<file path="config.mk">
export PLATFORM = sky130hd
export DESIGN_NAME = bridge_driver_control
export DESIGN_NICKNAME = d
export VERILOG_FILES = /design/src/inc/bridge_ctrl_pkg.sv /design/src/rtl/sync_flags.sv /design/src/rtl/bridge_driver_control.sv
export VERILOG_INCLUDE_DIRS = /design/src /design/src/inc
export SDC_FILE = /design/constraint.sdc
export NUM_CORES = 1
export LEC_CHECK = 0
export ABC_CLOCK_PERIOD_IN_PS = 1500
export BUFFER_PORTS_ARGS = -buffer_cell sky130_fd_sc_hd__buf_2
export CAP_MARGIN = 20
export CORE_ASPECT_RATIO = 1.2
export CORE_UTILIZATION = 51
export CTS_CLUSTER_SIZE = 25
export DETAILED_ROUTE_END_ITERATION = 12
export HOLD_SLACK_MARGIN = 0.02
export PLACE_DENSITY = 0.78
export SYNTH_ARGS = -nofsm -noshare
export SYNTH_HDL_FRONTEND = slang
export SYNTH_HIERARCHICAL = 1
export SYNTH_SLANG_ARGS = --single-unit
</file>
<file path="constraint.sdc">
create_clock -name clk -period 1.5 [get_ports clk]
set_input_delay 0.15 -clock clk [delete_from_list [all_inputs] [get_ports clk]]
set_output_delay 0.15 -clock clk [all_outputs]
set_load 0.03 [all_outputs]
</file>
<file path="src/inc/bridge_ctrl_regs.svh">
`ifndef BRIDGE_CTRL_REGS_SVH
`define BRIDGE_CTRL_REGS_SVH

// register offsets (byte addresses, one aligned word each)
`define BDC_ADDR_CTRL       8'h00
`define BDC_ADDR_IRQ_STATUS 8'h04
`define BDC_ADDR_IRQ_ENABLE 8'h08
`define BDC_ADDR_IRQ_CLEAR  8'h0c

// driver field groups: low_a at bit 0, low_b at bit 8, high_a at bit 16
`define BDC_DRV_STRIDE      8
`define BDC_DRV_COUNT       3
`define BDC_LOW_COUNT       2

// field positions inside one driver group
`define BDC_FLD_POWER_EN    0
`define BDC_FLD_PWM_FOLLOW  1
`define BDC_FLD_SWITCH_ON   2
`define BDC_FLD_DIAG_SRC    3
`define BDC_FLD_DRAIN_SHORT 4
`define BDC_FLD_SUPPLY_ERR  5
`define BDC_FLD_OVERCURRENT 6
`define BDC_FLD_SHUT_SCOPE  7

// control register: reset value and software writable bits
`define BDC_CTRL_RESET      21'h010101
`define BDC_CTRL_WR_MASK    21'h0f8f8f

// interrupt status layout
`define BDC_IRQ_OC_LSB      0
`define BDC_IRQ_SUP_LSB     2
`define BDC_IRQ_DS_LSB      4
`define BDC_IRQ_RESET       7'h00

`endif

</file>
<file path="src/inc/bridge_ctrl_pkg.sv">
package bridge_ctrl_pkg;

    typedef logic [7:0]  addr_t;
    typedef logic [31:0] data_t;
    typedef logic [20:0] ctrl_t;
    typedef logic [6:0]  irq_t;

    // pins coming from the external fet monitors, all asynchronous to clk
    typedef struct packed {
        logic [2:0] pwmIn;                  // pwm inputs: high_a, low_b, low_a
        logic [2:0] drainShort;             // off-state drain-source short detect
        logic [1:0] overcurrent;            // low-side overcurrent detect
        logic [1:0] drainSupplyStatus;      // drain-source supply fault per low driver
        logic [1:0] chargePumpSupplyStatus; // charge pump supply fault per low driver
    } fet_monitor_s;

    // events that set sticky interrupt status bits
    typedef struct packed {
        logic [2:0] drainShort;
        logic [1:0] supplyError;
        logic [1:0] overcurrent;
    } irq_event_s;

endpackage

</file>
<file path="src/rtl/sync_flags.sv">
`timescale 1ns/1ps

// two-flop synchroniser for a bundle of asynchronous levels
module sync_flags #(
    parameter int WIDTH = 1
) (
    input  wire logic             clk,
    input  wire logic             rstn,
    input  wire logic [WIDTH-1:0] asyncIn,
    output logic      [WIDTH-1:0] syncOut
);

    logic [WIDTH-1:0] metaReg;

    // refuse a bundle that carries nothing
    if (WIDTH < 1) begin : gWidthCheck
        $error("sync_flags: WIDTH must be at least 1");
    end

    // first stage is read only by the second stage
    always_ff @(posedge clk or negedge rstn) begin
        if (!rstn) begin
            metaReg <= '0;
            syncOut <= '0;
        end else begin
            metaReg <= asyncIn;
            syncOut <= metaReg;
        end
    end

endmodule // sync_flags

</file>
<file path="src/rtl/bridge_driver_control.sv">
`timescale 1ns/1ps
`include "bridge_ctrl_regs.svh"

module bridge_driver_control
    import bridge_ctrl_pkg::*;
(
    input  wire logic         clk,
    input  wire logic         rstn,
    input  wire addr_t        busAddr,
    input  wire data_t        busWrData,
    input  wire logic         busWrite,
    input  wire logic         busRead,
    output data_t             busRdData,
    input  wire logic         resetClassThree,
    input  wire logic         otherBridgeShutdown,
    input  wire fet_monitor_s fetMonitor,
    output logic [2:0]        gateOn,
    output logic [2:0]        driverPowered,
    output logic              highADiagSourceOn,
    output logic              globalShutdownReq,
    output logic              interruptOut
);

    localparam int DRV  = `BDC_DRV_COUNT;
    localparam int LOWS = `BDC_LOW_COUNT;
    localparam int STEP = `BDC_DRV_STRIDE;

    fet_monitor_s monSync;
    fet_monitor_s monPrev;
    ctrl_t        ctrlReg;
    ctrl_t        ctrlNext;
    ctrl_t        ctrlRead;
    logic [1:0]   ocFlagReg;
    logic [1:0]   ocFlagNext;
    logic [1:0]   supplyError;
    logic [2:0]   killMask;
    logic         globalTrip;
    logic         ocGlobal;
    logic         ctrlWrite;
    irq_t         irqStatusReg;
    irq_t         irqEnableReg;
    irq_t         irqClear;
    irq_event_s   irqEvent;
    data_t        readValue;

    // every monitor pin passes two flops before anything reads it
    sync_flags #(
        .WIDTH ($bits(fet_monitor_s))
    ) uSync (
        .clk     (clk),
        .rstn    (rstn),
        .asyncIn (fetMonitor),
        .syncOut (monSync)
    );

    // previous synchronised sample, used only for edge events
    always_ff @(posedge clk or negedge rstn) begin
        if (!rstn) begin
            monPrev <= '0;
        end else begin
            monPrev <= monSync;
        end
    end

    assign ctrlWrite = busWrite && (busAddr == `BDC_ADDR_CTRL);

    // supply error is a pure OR of the two supply monitors, no latching
    assign supplyError = monSync.drainSupplyStatus | monSync.chargePumpSupplyStatus;

    // shutdown decision; level based so a persisting fault keeps the gates off
    always_comb begin
        ocGlobal   = 1'b0;
        killMask   = 3'h0;
        for (int i = 0; i < LOWS; i++) begin
            if (monSync.overcurrent[i]) begin
                if (ctrlReg[i*STEP + `BDC_FLD_SHUT_SCOPE]) begin
                    killMask[i] = 1'b1;
                    // low_a shares bridge one with high_a
                    if (i == 0) begin
                        killMask[2] = 1'b1;
                    end
                end else begin
                    ocGlobal = 1'b1;
                end
            end
        end
        globalTrip = otherBridgeShutdown || ocGlobal;
        if (globalTrip) begin
            killMask = 3'h7;
        end
    end

    // next control value: software writes only the writable bits, then
    // hardware clears on and pwm of killed drivers; hardware wins the clash
    always_comb begin
        ctrlNext = ctrlReg;
        if (ctrlWrite) begin
            ctrlNext = (ctrlReg & ~`BDC_CTRL_WR_MASK)
                     | (busWrData[20:0] & `BDC_CTRL_WR_MASK);
        end
        for (int i = 0; i < DRV; i++) begin
            if (killMask[i]) begin
                ctrlNext[i*STEP + `BDC_FLD_SWITCH_ON]  = 1'b0;
                ctrlNext[i*STEP + `BDC_FLD_PWM_FOLLOW] = 1'b0;
            end
        end
    end

    // control register; the third reset class reloads the reset value
    always_ff @(posedge clk or negedge rstn) begin
        if (!rstn) begin
            ctrlReg <= `BDC_CTRL_RESET;
        end else if (resetClassThree) begin
            ctrlReg <= `BDC_CTRL_RESET;
        end else begin
            ctrlReg <= ctrlNext;
        end
    end

    // overcurrent flags: set by the fault, cleared when software re-arms the
    // switch with a write of its on bit; a fault in the same cycle wins
    always_comb begin
        ocFlagNext = ocFlagReg;
        for (int i = 0; i < LOWS; i++) begin
            if (monSync.overcurrent[i]) begin
                ocFlagNext[i] = 1'b1;
            end else if (ctrlWrite && busWrData[i*STEP + `BDC_FLD_SWITCH_ON]) begin
                ocFlagNext[i] = 1'b0;
            end
        end
    end

    always_ff @(posedge clk or negedge rstn) begin
        if (!rstn) begin
            ocFlagReg <= 2'h0;
        end else if (resetClassThree) begin
            ocFlagReg <= 2'h0;
        end else begin
            ocFlagReg <= ocFlagNext;
        end
    end

    // read view of the control word: stored bits plus live short and supply bits and the sticky overcurrent flags
    always_comb begin
        ctrlRead = ctrlReg & `BDC_CTRL_WR_MASK;
        for (int i = 0; i < DRV; i++) begin
            // short flag is raw; only meaningful once the diag source is on
            ctrlRead[i*STEP + `BDC_FLD_DRAIN_SHORT] = monSync.drainShort[i];
        end
        for (int i = 0; i < LOWS; i++) begin
            ctrlRead[i*STEP + `BDC_FLD_SUPPLY_ERR]  = supplyError[i];
            ctrlRead[i*STEP + `BDC_FLD_OVERCURRENT] = ocFlagReg[i];
        end
    end

    // per-driver gate and power outputs, registered so they never glitch
    for (genvar g = 0; g < DRV; g++) begin : gDriver
        localparam int BASE = g * STEP;
        logic drive;

        // pwm follow overrides the static on bit; a kill forces off at once
        assign drive = ctrlReg[BASE + `BDC_FLD_PWM_FOLLOW] ? monSync.pwmIn[g]
                       : ctrlReg[BASE + `BDC_FLD_SWITCH_ON];

        always_ff @(posedge clk or negedge rstn) begin
            if (!rstn) begin
                gateOn[g]        <= 1'b0;
                driverPowered[g] <= 1'b0;
            end else begin
                driverPowered[g] <= ctrlReg[BASE + `BDC_FLD_POWER_EN];
                gateOn[g]        <= ctrlReg[BASE + `BDC_FLD_POWER_EN] && !killMask[g]
                                    && drive;
            end
        end
    end

    // only the high-side driver has a real diagnosis current source
    always_ff @(posedge clk or negedge rstn) begin
        if (!rstn) begin
            highADiagSourceOn <= 1'b0;
        end else begin
            highADiagSourceOn <= ctrlReg[2*STEP + `BDC_FLD_DIAG_SRC];
        end
    end

    // tells the other bridges to shut down; only our own global-scope fault asks,
    // an outside request is not echoed back so two bridges cannot latch each other
    always_ff @(posedge clk or negedge rstn) begin
        if (!rstn) begin
            globalShutdownReq <= 1'b0;
        end else begin
            globalShutdownReq <= ocGlobal;
        end
    end

    // rising edges of the monitored conditions become interrupt events
    assign irqEvent.overcurrent = monSync.overcurrent & ~monPrev.overcurrent;
    assign irqEvent.supplyError = supplyError
                                & ~(monPrev.drainSupplyStatus | monPrev.chargePumpSupplyStatus);
    assign irqEvent.drainShort  = monSync.drainShort & ~monPrev.drainShort;

    assign irqClear = (busWrite && (busAddr == `BDC_ADDR_IRQ_CLEAR)) ? busWrData[6:0] : 7'h00;

    // sticky status: an event in the clearing cycle is kept
    always_ff @(posedge clk or negedge rstn) begin
        if (!rstn) begin
            irqStatusReg <= `BDC_IRQ_RESET;
        end else begin
            irqStatusReg <= (irqStatusReg & ~irqClear) | irqEvent;
        end
    end

    // interrupt enable register
    always_ff @(posedge clk or negedge rstn) begin
        if (!rstn) begin
            irqEnableReg <= `BDC_IRQ_RESET;
        end else if (busWrite && (busAddr == `BDC_ADDR_IRQ_ENABLE)) begin
            irqEnableReg <= busWrData[6:0];
        end
    end

    // level interrupt, one cycle behind the status it reflects
    always_ff @(posedge clk or negedge rstn) begin
        if (!rstn) begin
            interruptOut <= 1'b0;
        end else begin
            interruptOut <= |(irqStatusReg & irqEnableReg);
        end
    end

    // read decode; unmapped and write-only addresses read as zero
    always_comb begin
        case (busAddr)
            `BDC_ADDR_CTRL: begin
                readValue = {11'h000, ctrlRead};
            end
            `BDC_ADDR_IRQ_STATUS: begin
                readValue = {25'h0000000, irqStatusReg};
            end
            `BDC_ADDR_IRQ_ENABLE: begin
                readValue = {25'h0000000, irqEnableReg};
            end
            default: begin
                readValue = 32'h00000000;
            end
        endcase
    end

    // read data stand for exactly the cycle after the strobe
    always_ff @(posedge clk or negedge rstn) begin
        if (!rstn) begin
            busRdData <= 32'h00000000;
        end else if (busRead) begin
            busRdData <= readValue;
        end else begin
            busRdData <= 32'h00000000;
        end
    end

endmodule // bridge_driver_control

</file>
# [Word level (Yosys, flattened, before mapping)]
# Index checks and enable logic that the tools add are counted.
[word_totals] register_bits=111 in_bits=58 output_inout_bits=41 elab_cells=88
[classes] eq_ne=3 mux=25 n_bitwise=13 reduce_logical=23
[op_table] cell="one-hot mux 21 bit (3 select lines)" count=1
[op_table] cell="2-to-1 mux 21 bit" count=2
[op_table] cell="2-to-1 mux 32 bit" count=1
[op_table] cell="bitwise OR 21 x 20 -> 21 bit" count=1
[op_table] cell="equality test 8 x 4 -> 1 bit, second input constant" count=2
[op_table] cell="2-to-1 mux 1 bit" count=15
[op_table] cell="nonzero test 3 bit" count=5
[op_table] cell="bitwise AND 7 bit" count=2
[op_table] cell="logical AND 1 bit" count=11
[op_table] cell="equality test 8 x 3 -> 1 bit, second input constant" count=1
[op_table] cell="logical NOT 8 bit" count=1
[op_table] cell="2-to-1 mux 2 bit" count=4
[op_table] cell="2-to-1 mux 7 bit" count=1
[op_table] cell="inverter 7 bit" count=1
[op_table] cell="bitwise OR 7 bit" count=1
[op_table] cell="OR reduction 7 bit" count=1
[op_table] cell="bitwise AND 2 bit" count=2
[op_table] cell="inverter 2 bit" count=2
[op_table] cell="bitwise OR 2 bit" count=2
[op_table] cell="bitwise AND 3 bit" count=1
[op_table] cell="logical NOT 1 bit" count=3
[op_table] cell="2-to-1 mux 3 bit" count=1
[op_table] cell="inverter 3 bit" count=1
[op_table] cell="nonzero test 2 bit" count=1
[op_table] cell="logical OR 1 bit" count=1

# [Depth between registers and ports, before layout]
# Gate-level depths: netlist of run 1.
[depth] depth_word=9 depth_mapped=5 depth_no_buf=3

# [Hierarchy]
# The synthesis of run 1 kept the hierarchy.
[modules_own_cells] module="bridge_driver_control" instances=1 cells_per_inst=248 area_each_um2=2914.0 seq_area_each_um2=1730.4
[modules_own_cells] module="sync_flags" instances=1 cells_per_inst=24 area_each_um2=600.6 seq_area_each_um2=600.6

# [Worst setup path after synthesis of run 1]
# OpenSTA, ideal clock, no wires.
[synth_timing] path_type="in2reg" from="in busAddr[1]" to="reg irqEnableReg[0]" setup_time_ps=125 arrival_time_ps=1480 required_time_ps=1375 slack_ps=-105 cell_stages=4 n_path_buf=1 path_cell_list="or4_4 > buf_6 > nor3b_4 > mux2_2"
[synth_between] elab_chain_len=2
[synth_lines] item="start: declaration" line="bridge_driver_control.sv:9" source="input wire addr_t busAddr,"
[synth_lines] item="equality test 8 x 4 -> 1 bit"
[synth_lines] item="logical AND 1 bit" line="bridge_driver_control.sv:217" source="end else if (busWrite && (busAddr == `BDC_ADDR_IRQ_ENABLE)) begin"
[synth_lines] item="end signal: assignment" line="bridge_driver_control.sv:216" source="irqEnableReg <= `BDC_IRQ_RESET;"
[synth_lines] item="end signal: assignment" line="bridge_driver_control.sv:218" source="irqEnableReg <= busWrData[6:0];"
[synth_lines] item="end: declaration" line="bridge_driver_control.sv:41" source="irq_t irqEnableReg;"
# Every way passes these cells.
# A chain may end at the register's enable or synchronous reset.

# [Final worst setup path of run 1]
[layout_timing] from="reg ctrlReg[15]" to="reg ctrlReg[17]"
[layout_between] elab_chain_len=6 elab_cells_between_ends=7 cone_classes="5 x mux; 2 x reduce/logical"
[layout_lines] item="start: declaration" line="bridge_driver_control.sv:30" source="ctrl_t ctrlReg;"
[layout_lines] item="start signal: assignment" line="bridge_driver_control.sv:112" source="ctrlReg <= `BDC_CTRL_RESET;"
[layout_lines] item="start signal: assignment" line="bridge_driver_control.sv:114" source="ctrlReg <= `BDC_CTRL_RESET;"
[layout_lines] item="start signal: assignment" line="bridge_driver_control.sv:116" source="ctrlReg <= ctrlNext;"
[layout_lines] item="2-to-1 mux 1 bit *" line="bridge_driver_control.sv:76" source="if (ctrlReg[i*STEP + `BDC_FLD_SHUT_SCOPE]) begin"
[layout_lines] item="2-to-1 mux 1 bit *" line="bridge_driver_control.sv:75" source="if (monSync.overcurrent[i]) begin"
[layout_lines] item="logical OR 1 bit *" line="bridge_driver_control.sv:87" source="globalTrip = otherBridgeShutdown || ocGlobal;"
[layout_lines] item="2-to-1 mux 3 bit *" line="bridge_driver_control.sv:88" source="if (globalTrip) begin"
[layout_lines] item="2-to-1 mux 2 bit" line="bridge_driver_control.sv:102" source="if (killMask[i]) begin"
[layout_lines] item="2-to-1 mux 21 bit" line="bridge_driver_control.sv:113" source="end else if (resetClassThree) begin"
# Every way passes the cells marked *; elsewhere a longest branch is shown, timed or not.

==> results_dict.tcl, run 1 <==
set metrics [dict create \
    status "complete, no violations" \
    power_leakage_nw 2.19 \
    crit_required_ns 1.76 \
    synth_top_cells_by_area "sky130_fd_sc_hd__dfrtp_1 64%, sky130_fd_sc_hd__mux2_2 3.2%, sky130_fd_sc_hd__nand4_1 3.0%" \
    multi_input_area_mm2 0.00104 \
    tritoncts.num_buffers 9 \
    layout_worst_path_cycle_share_pct 88.3 \
    number_of_hold_violations_in_the_final_report 0 \
    clk_root_buffer_cell "sky130_fd_sc_hd__clkbuf_8" \
    classification_of_the_worst_slack_hold_path "input pin to flop" \
    synth_async_sr_flop_share_pct 100 \
    routed_wire_per_std_cell_um 15.7 \
    initial_util_pct 53.9 \
    dieArea_mm2 0.00723 \
    layout.filler_cells 472 \
    design.portCount 99 \
    synth_cell_type_count 45 \
    ff_latch_area_mm2 0.00233 \
    htreeDepth 3 \
    clock-skew-final_ns 0.0112 \
    crit_slowest_cell "sky130_fd_sc_hd__or4b_4" \
    place.gp.congestion 0.834 \
    grt_pass1_vias 2516 \
    netlist.area_leader.share_pct 64.1 \
    drt_iter0_markers 236 \
    final_period_minus_worst_setup_slack_ns 1.32 \
    synth-main-ff-cell "sky130_fd_sc_hd__dfrtp_1" \
    setup-violations-final 0 \
    drive_above_1_share_pct 37.1 \
    final-max-slew-violation-count 0 \
    synthesis.instances 272 \
    relative_area_change_from_synthesis_to_final_layout_pct 27.2 \
    nets 438 \
    syn_area_mm2 0.00351 \
    first_pass_iters 6 \
    timing.max_cap.violations 0 \
    grt_setup_unrepaired "no" \
    critPathArrivalTime_ns 1.58 \
    port_buffers 72 \
    core.rowCount 32 \
    groute.usage.overall_pct 23.0 \
    critical_path_type "flop to flop" \
    post_synth_most_frequent_cells "90 x sky130_fd_sc_hd__dfrtp_1, 20 x sky130_fd_sc_hd__a21oi_1, 17 x sky130_fd_sc_hd__nand4_1" \
    worst-path-max-fanout 4 \
    synth_enable_flop_cells 0 \
    die_h_um 92.9 \
    num_vias 2537 \
    path_clk_slew_ns 0.09 \
    critical_path.cell_chain "nand2b_1 > or4b_4 > a21oi_1" \
    dp.final_hpwl_mm 4.91 \
    clock_tree_from_tritoncts "built" \
    number_of_antenna_violations_at_the_first_check_in_global_routing 0 \
    power_w 0.00484 \
    max_clock_freq_mhz 755 \
    post_synth.cell_area_avg_um2 12.9 \
    synth.yosys.seq_area_share_pct 66.3 \
    route.final.wire_length_mm 7.39 \
    overflow_left_after_global_routing 0 \
    drc 0 \
    core_region_area_mm2 0.00653 \
    chipWidth_um 77.8 \
    largest_net_degree_at_the_start_of_global_routing 94 \
    via_per_inst 5.40 \
    global_route_wire_length_before_repair_mm 12.3 \
    cts.sink_count 93 \
    critPathLaunchType "flop" \
    power.ir.vdd_worst_mv 0.618 \
    critPathCaptureType "flop" \
    antennaDiodeCount 0 \
    cell_type_with_the_largest_total_area_after_synthesis "sky130_fd_sc_hd__dfrtp_1" \
    cpPeakStageDelay_ns 0.50 \
    synth.ff_latch_count 93 \
    yosys.cell_count.top_type "sky130_fd_sc_hd__dfrtp_1" \
    yosysWarningCount 6 \
    cts.path.max_buffers 2 \
    clk_latency_ns 0.36 \
    final.hold.worst_slack_ns 0.0383 \
    power.density_cell_area_mw_per_mm2 1080 \
    count_of_antenna_violating_nets_left_after_detailed_routing 0 \
]
-- worst max-delay path: cells and delay by family (launching register included) --
family / cells / cell delay, ns
simple gates: 2 / 0.64
flops: 1 / 0.39
compound gates: 1 / 0.19
-- cells by family (layout without fill, tap and decap cells) --
kind of cell           Yosys count  count (layout)  synth area share (%)
flip-flops                      93              93                  66.3
AND/OR/NAND/NOR                 75              75                  13.8
AO/OA/AOI/OAI                   51              51                  9.58
multiplexers                    16              16                  4.91
buffers and inverters           36             139                  5.30
other                            1              11                 0.107
-- flip-flops by register name, indices dropped and copies added (netlist names), 7 cells and up --
name,flops
busRdData,21
ctrlReg,14
uSync/metaReg,12
uSync/syncOut,12
monPrev,9
irqEnableReg,7
irqStatusReg,7
-- metrics by stage --
| stage | setup TNS [ns] | utilization, % | cell area [µm²] | std cells | worst slack [ns] |
|---|---|---|---|---|---|
| after detailed placement | -4.52 | 62.8 | 4100 | 440 | -0.189 |
| after global placement | -3.49 | 62.8 | 4100 | 440 | -0.135 |
| after floorplan | -0.732 | - | 3550 | 282 | -0.105 |
| after CTS | 0 | 68.3 | 4460 | 469 | 0.0122 |
| final | 0 | 68.5 | 4470 | 470 | 0.175 |
| after global routing | 0 | 68.5 | 4470 | 470 | 0.113 |
-- timing repair --
item	CTS	global route
gates resized for setup	0	1
hold endpoints to repair	102	1
endpoints found under the setup margin	0	4
setup buffers	0	0
hold buffers	13	1
-- per-layer routing --
layer	share of wire [%]	GRT usage, %	wire length (µm)	vias up
met5	0	0	0	-
met4	1.9	12.7	138	0
met3	6.5	4.83	481	16
met2	49	34.5	3600	109
met1	43	31.4	3170	1249
li1	-	-	-	1163
-- cells in the final DEF, fill, tap and decap left out, types with 2 or more instances in the layout --
| cell | n |
|---|---|
| sky130_fd_sc_hd__o41ai_1 | 2 |
| sky130_fd_sc_hd__buf_4 | 28 |
| sky130_fd_sc_hd__a22oi_1 | 2 |
| sky130_fd_sc_hd__conb_1 | 11 |
| sky130_fd_sc_hd__a21o_1 | 2 |
| sky130_fd_sc_hd__a31oi_1 | 3 |
| sky130_fd_sc_hd__dfrtp_1 | 90 |
| sky130_fd_sc_hd__o31ai_1 | 11 |
| sky130_fd_sc_hd__buf_2 | 71 |
| sky130_fd_sc_hd__clkbuf_8 | 10 |
| sky130_fd_sc_hd__and3_1 | 3 |
| sky130_fd_sc_hd__nor3_1 | 5 |
| sky130_fd_sc_hd__or2_2 | 8 |
| sky130_fd_sc_hd__inv_6 | 2 |
| sky130_fd_sc_hd__o21bai_1 | 3 |
| sky130_fd_sc_hd__nor4_1 | 3 |
| sky130_fd_sc_hd__mux2_2 | 10 |
| sky130_fd_sc_hd__dfstp_2 | 3 |
| sky130_fd_sc_hd__mux2i_1 | 6 |
| sky130_fd_sc_hd__a22o_1 | 2 |
| sky130_fd_sc_hd__clkinvlp_4 | 2 |
| sky130_fd_sc_hd__and2_1 | 13 |
| sky130_fd_sc_hd__bufinv_16 | 2 |
| sky130_fd_sc_hd__dlygate4sd3_1 | 14 |
| sky130_fd_sc_hd__nor2b_1 | 2 |
| sky130_fd_sc_hd__nand3_1 | 2 |
| sky130_fd_sc_hd__nor2_1 | 3 |
| sky130_fd_sc_hd__nand4_1 | 17 |
| sky130_fd_sc_hd__inv_1 | 9 |
| sky130_fd_sc_hd__nor3b_1 | 2 |
| sky130_fd_sc_hd__nand2_1 | 7 |
| sky130_fd_sc_hd__o2bb2ai_1 | 2 |
| sky130_fd_sc_hd__a21oi_1 | 20 |
-- power breakdown --
part	leakage, nW	switching (W)	internal, W	total [W]
sequential	1.15	0.0000295	0.00257	0.00260
combinational	0.927	0.000233	0.000155	0.000389
clock	0.110	0.000855	0.000995	0.00185
-- layout make-up --
type	instances	share of cell area, %
Timing Repair Buffer	114	16.2
Clock buffer	10	3.08
Multi-Input combinational cell	153	23.4
Tap cell	85	2.38
Clock inverter	6	2.07
Inverter	9	0.755
Sequential cell	93	52.1
-- worst paths after layout --
check                                 startpoint  depth (start not counted)  slack (ns)               end
worst max-delay path                 ctrlReg[15]                          3        0.18       ctrlReg[17]
worst min-delay path                busWrData[5]                          2        0.04   irqEnableReg[5]
worst max register to register       ctrlReg[15]                          3        0.18       ctrlReg[17]
worst min register to register  uSync/metaReg[5]                          0        0.35  uSync/syncOut[5]
max in group asynchronous                   rstn                          3        0.77        ctrlReg[0]
min in group asynchronous                   rstn                          3        0.36     busRdData[16]
(Power assumes the default switching activity.)
==> run 2: changes to the inputs <==
BUFFER_PORTS_ARGS = -buffer_cell sky130_fd_sc_hd__buf_4   (was -buffer_cell sky130_fd_sc_hd__buf_2)
MAX_ROUTING_LAYER = met4   (was not set)
==> run 2 against run 1 <==
  * Power is 5.5% lower
  * Cell area is 3.2% higher
  * Combinational power rose by 11%
  * First-iteration DRC count up 41%
  * Utilization up 2.2 points
  * Sequential share of layout area down 1.6 points
  * Clock-buffer cell count rose by 1
  * Global-route usage rose by 0.56 points
  * Register-to-register slack about the same
  * Worst setup slack better by 0.015 ns
  * Critical path depth is 1 higher
  * Hold slack worse by 0.0028 ns
  * Critical path type unchanged
  * Highest routed layer unchanged
==> results_dict.tcl, run 2 (synthesized netlist as in run 1, its figures left out) <==
set metrics [dict create \
    critPathLaunchType "flop" \
    max_clock_freq_mhz 763 \
    cpPeakStageDelay_ns 0.43 \
    largest_register_ffs 21 \
    critical_path.cell_chain "buf_4 > nor2b_1 > or4_1 > a21oi_1" \
    placedInstanceArea_mm2 0.00430 \
    final_period_minus_worst_setup_slack_ns 1.31 \
    cts.path.max_buffers 2 \
    first_pass_iters 4 \
    crit_required_ns 1.78 \
    cts.sink_count 93 \
    grt_setup_unrepaired "no" \
    path_delay_family "simple AND/OR/NAND/NOR gates" \
    largest_register "busRdData" \
    place.gp.congestion 0.806 \
    critPathCaptureType "flop" \
    antennaDiodeCount 0 \
    path_clk_slew_ns 0.09 \
    dieArea_mm2 0.00723 \
    clk_root_buffer_cell "sky130_fd_sc_hd__clkbuf_8" \
    groute.usage.overall_pct 23.6 \
    drc 0 \
    final.hold.worst_slack_ns 0.0355 \
    layout_common_cells "99 x sky130_fd_sc_hd__buf_4, 90 x sky130_fd_sc_hd__dfrtp_1, 20 x sky130_fd_sc_hd__a21oi_1" \
    port_buffers 72 \
    htreeDepth 3 \
    flop_to_flop_setup_slack_ns 0.19 \
    final-max-slew-violation-count 0 \
    pre_cts_slack_ns -0.170 \
    setup-violations-final 0 \
    num_vias 2529 \
    layout.filler_cells 484 \
    die_h_um 92.9 \
    via_per_inst 5.38 \
    chipWidth_um 77.8 \
    fin_area_mm2 0.00462 \
    clock-skew-final_ns 0.00710 \
    design.portCount 99 \
    dp.final_hpwl_mm 5.18 \
    fin_tns_setup_ns 0 \
    biggestRegsByFlops "busRdData (21), ctrlReg (14)" \
    critPathArrivalTime_ns 1.59 \
    relative_area_change_from_synthesis_to_final_layout_pct 31.3 \
    finalNonFillerCells 470 \
    classification_of_the_worst_slack_hold_path "input pin to flop" \
    layout_worst_path_cycle_share_pct 87.3 \
    count_of_antenna_violating_nets_left_after_detailed_routing 0 \
    setup_slack_ns 0.190 \
    tritoncts.num_buffers 9 \
    status "complete, no violations" \
    crit_buf_inv 1 \
    global_route_wire_length_before_repair_mm 12.4 \
    multi_input_area_mm2 0.00104 \
    clk_latency_ns 0.36 \
    ff_latch_area_mm2 0.00233 \
    nets 438 \
    number_of_antenna_violations_at_the_first_check_in_global_routing 0 \
    routed_wire_per_std_cell_um 16.1 \
    overflow_left_after_global_routing 0 \
    initial_util_pct 53.9 \
    drive_above_1_share_pct 37.4 \
    core_region_area_mm2 0.00653 \
    route.final.wire_length_mm 7.56 \
    worst-path-max-fanout 4 \
    timing.max_cap.violations 0 \
    post_cts.repair.setup_buffers 0 \
    power_leakage_nw 2.22 \
    clock_tree_from_tritoncts "built" \
    grt_pass1_vias 2514 \
    drt_iter0_markers 332 \
    crit_slowest_cell "sky130_fd_sc_hd__or4_1" \
    place_inst 441 \
    power.ir.vdd_worst_mv 0.740 \
    largest_net_degree_at_the_start_of_global_routing 37 \
    core.rowCount 32 \
    most_common_cell_after_layout_fill_and_taps_aside "sky130_fd_sc_hd__buf_4" \
    power.density_cell_area_mw_per_mm2 991 \
    critical_path_type "flop to flop" \
    number_of_hold_violations_in_the_final_report 0 \
]
## run 2: cell types whose count changed in the layout (fill, tap and decap cells not counted), moves of 2 or more
cell / delta
sky130_fd_sc_hd__buf_2: -71
sky130_fd_sc_hd__bufinv_16: -2
sky130_fd_sc_hd__inv_6: -2
sky130_fd_sc_hd__clkinv_4: +2
sky130_fd_sc_hd__clkinv_2: +2
sky130_fd_sc_hd__buf_4: +71
## run 2: cell type report
class	instances	share of cell area [%]
Sequential cell	93	50.5
Inverter	9	0.732
Clock buffer	11	3.28
Tap cell	85	2.30
Timing Repair Buffer	114	19.8
Clock inverter	5	0.759
Multi-Input combinational cell	153	22.6
## run 2: layer usage
layer / GRT usage (%) / up-vias / part of all wire, %
met3: 5.71 / 11 / 7.1
met4: 9.12 / 0 / 1.7
met1: 30.6 / 1246 / 43
li1: - / 1160 / -
met5: - / - / 0
met2: 36.0 / 112 / 48
## run 2: through the flow
step	total power, W	utilization (%)
2_1_floorplan	0.00283	-
3_3_place_gp	0.00305	65.8
3_5_place_dp	0.00305	65.8
4_1_cts	0.00461	70.7
5_1_grt	0.00476	70.7
6_report	0.00458	70.7
## run 2: what timing repair did
item / in CTS / in global routing
hold buffers: 13 / 0
hold endpoints to repair: 44 / 0
endpoints found under the setup margin: 0 / 4
gates resized for setup: 0 / 1
## run 2: worst reg2reg max path, delay by kind of cell (launching register included)
kind	cells	cell delay [ns]
AO/OA/AOI/OAI	1	0.15
buffers and inverters	1	0.15
flip-flops	1	0.39
AND/OR/NAND/NOR	2	0.56
## run 2: report_power, final
part	switching (W)	internal, W	total (W)
registers	0.0000314	0.00257	0.00260
clock network	0.000848	0.000693	0.00154
logic	0.000236	0.000194	0.000431
## run 2: final timing paths
| path | startpoint | end | cells past startpoint |
|---|---|---|---|
| setup reg to reg | uSync/syncOut[4] | ctrlReg[9] | 4 |
| min in group asynchronous | rstn | busRdData[12] | 2 |
| max in group asynchronous | rstn | irqStatusReg[6] | 3 |
| setup / recovery | uSync/syncOut[4] | ctrlReg[9] | 4 |
| hold / removal | busWrData[4] | irqEnableReg[4] | 2 |
| hold reg to reg | uSync/metaReg[6] | uSync/syncOut[6] | 0 |
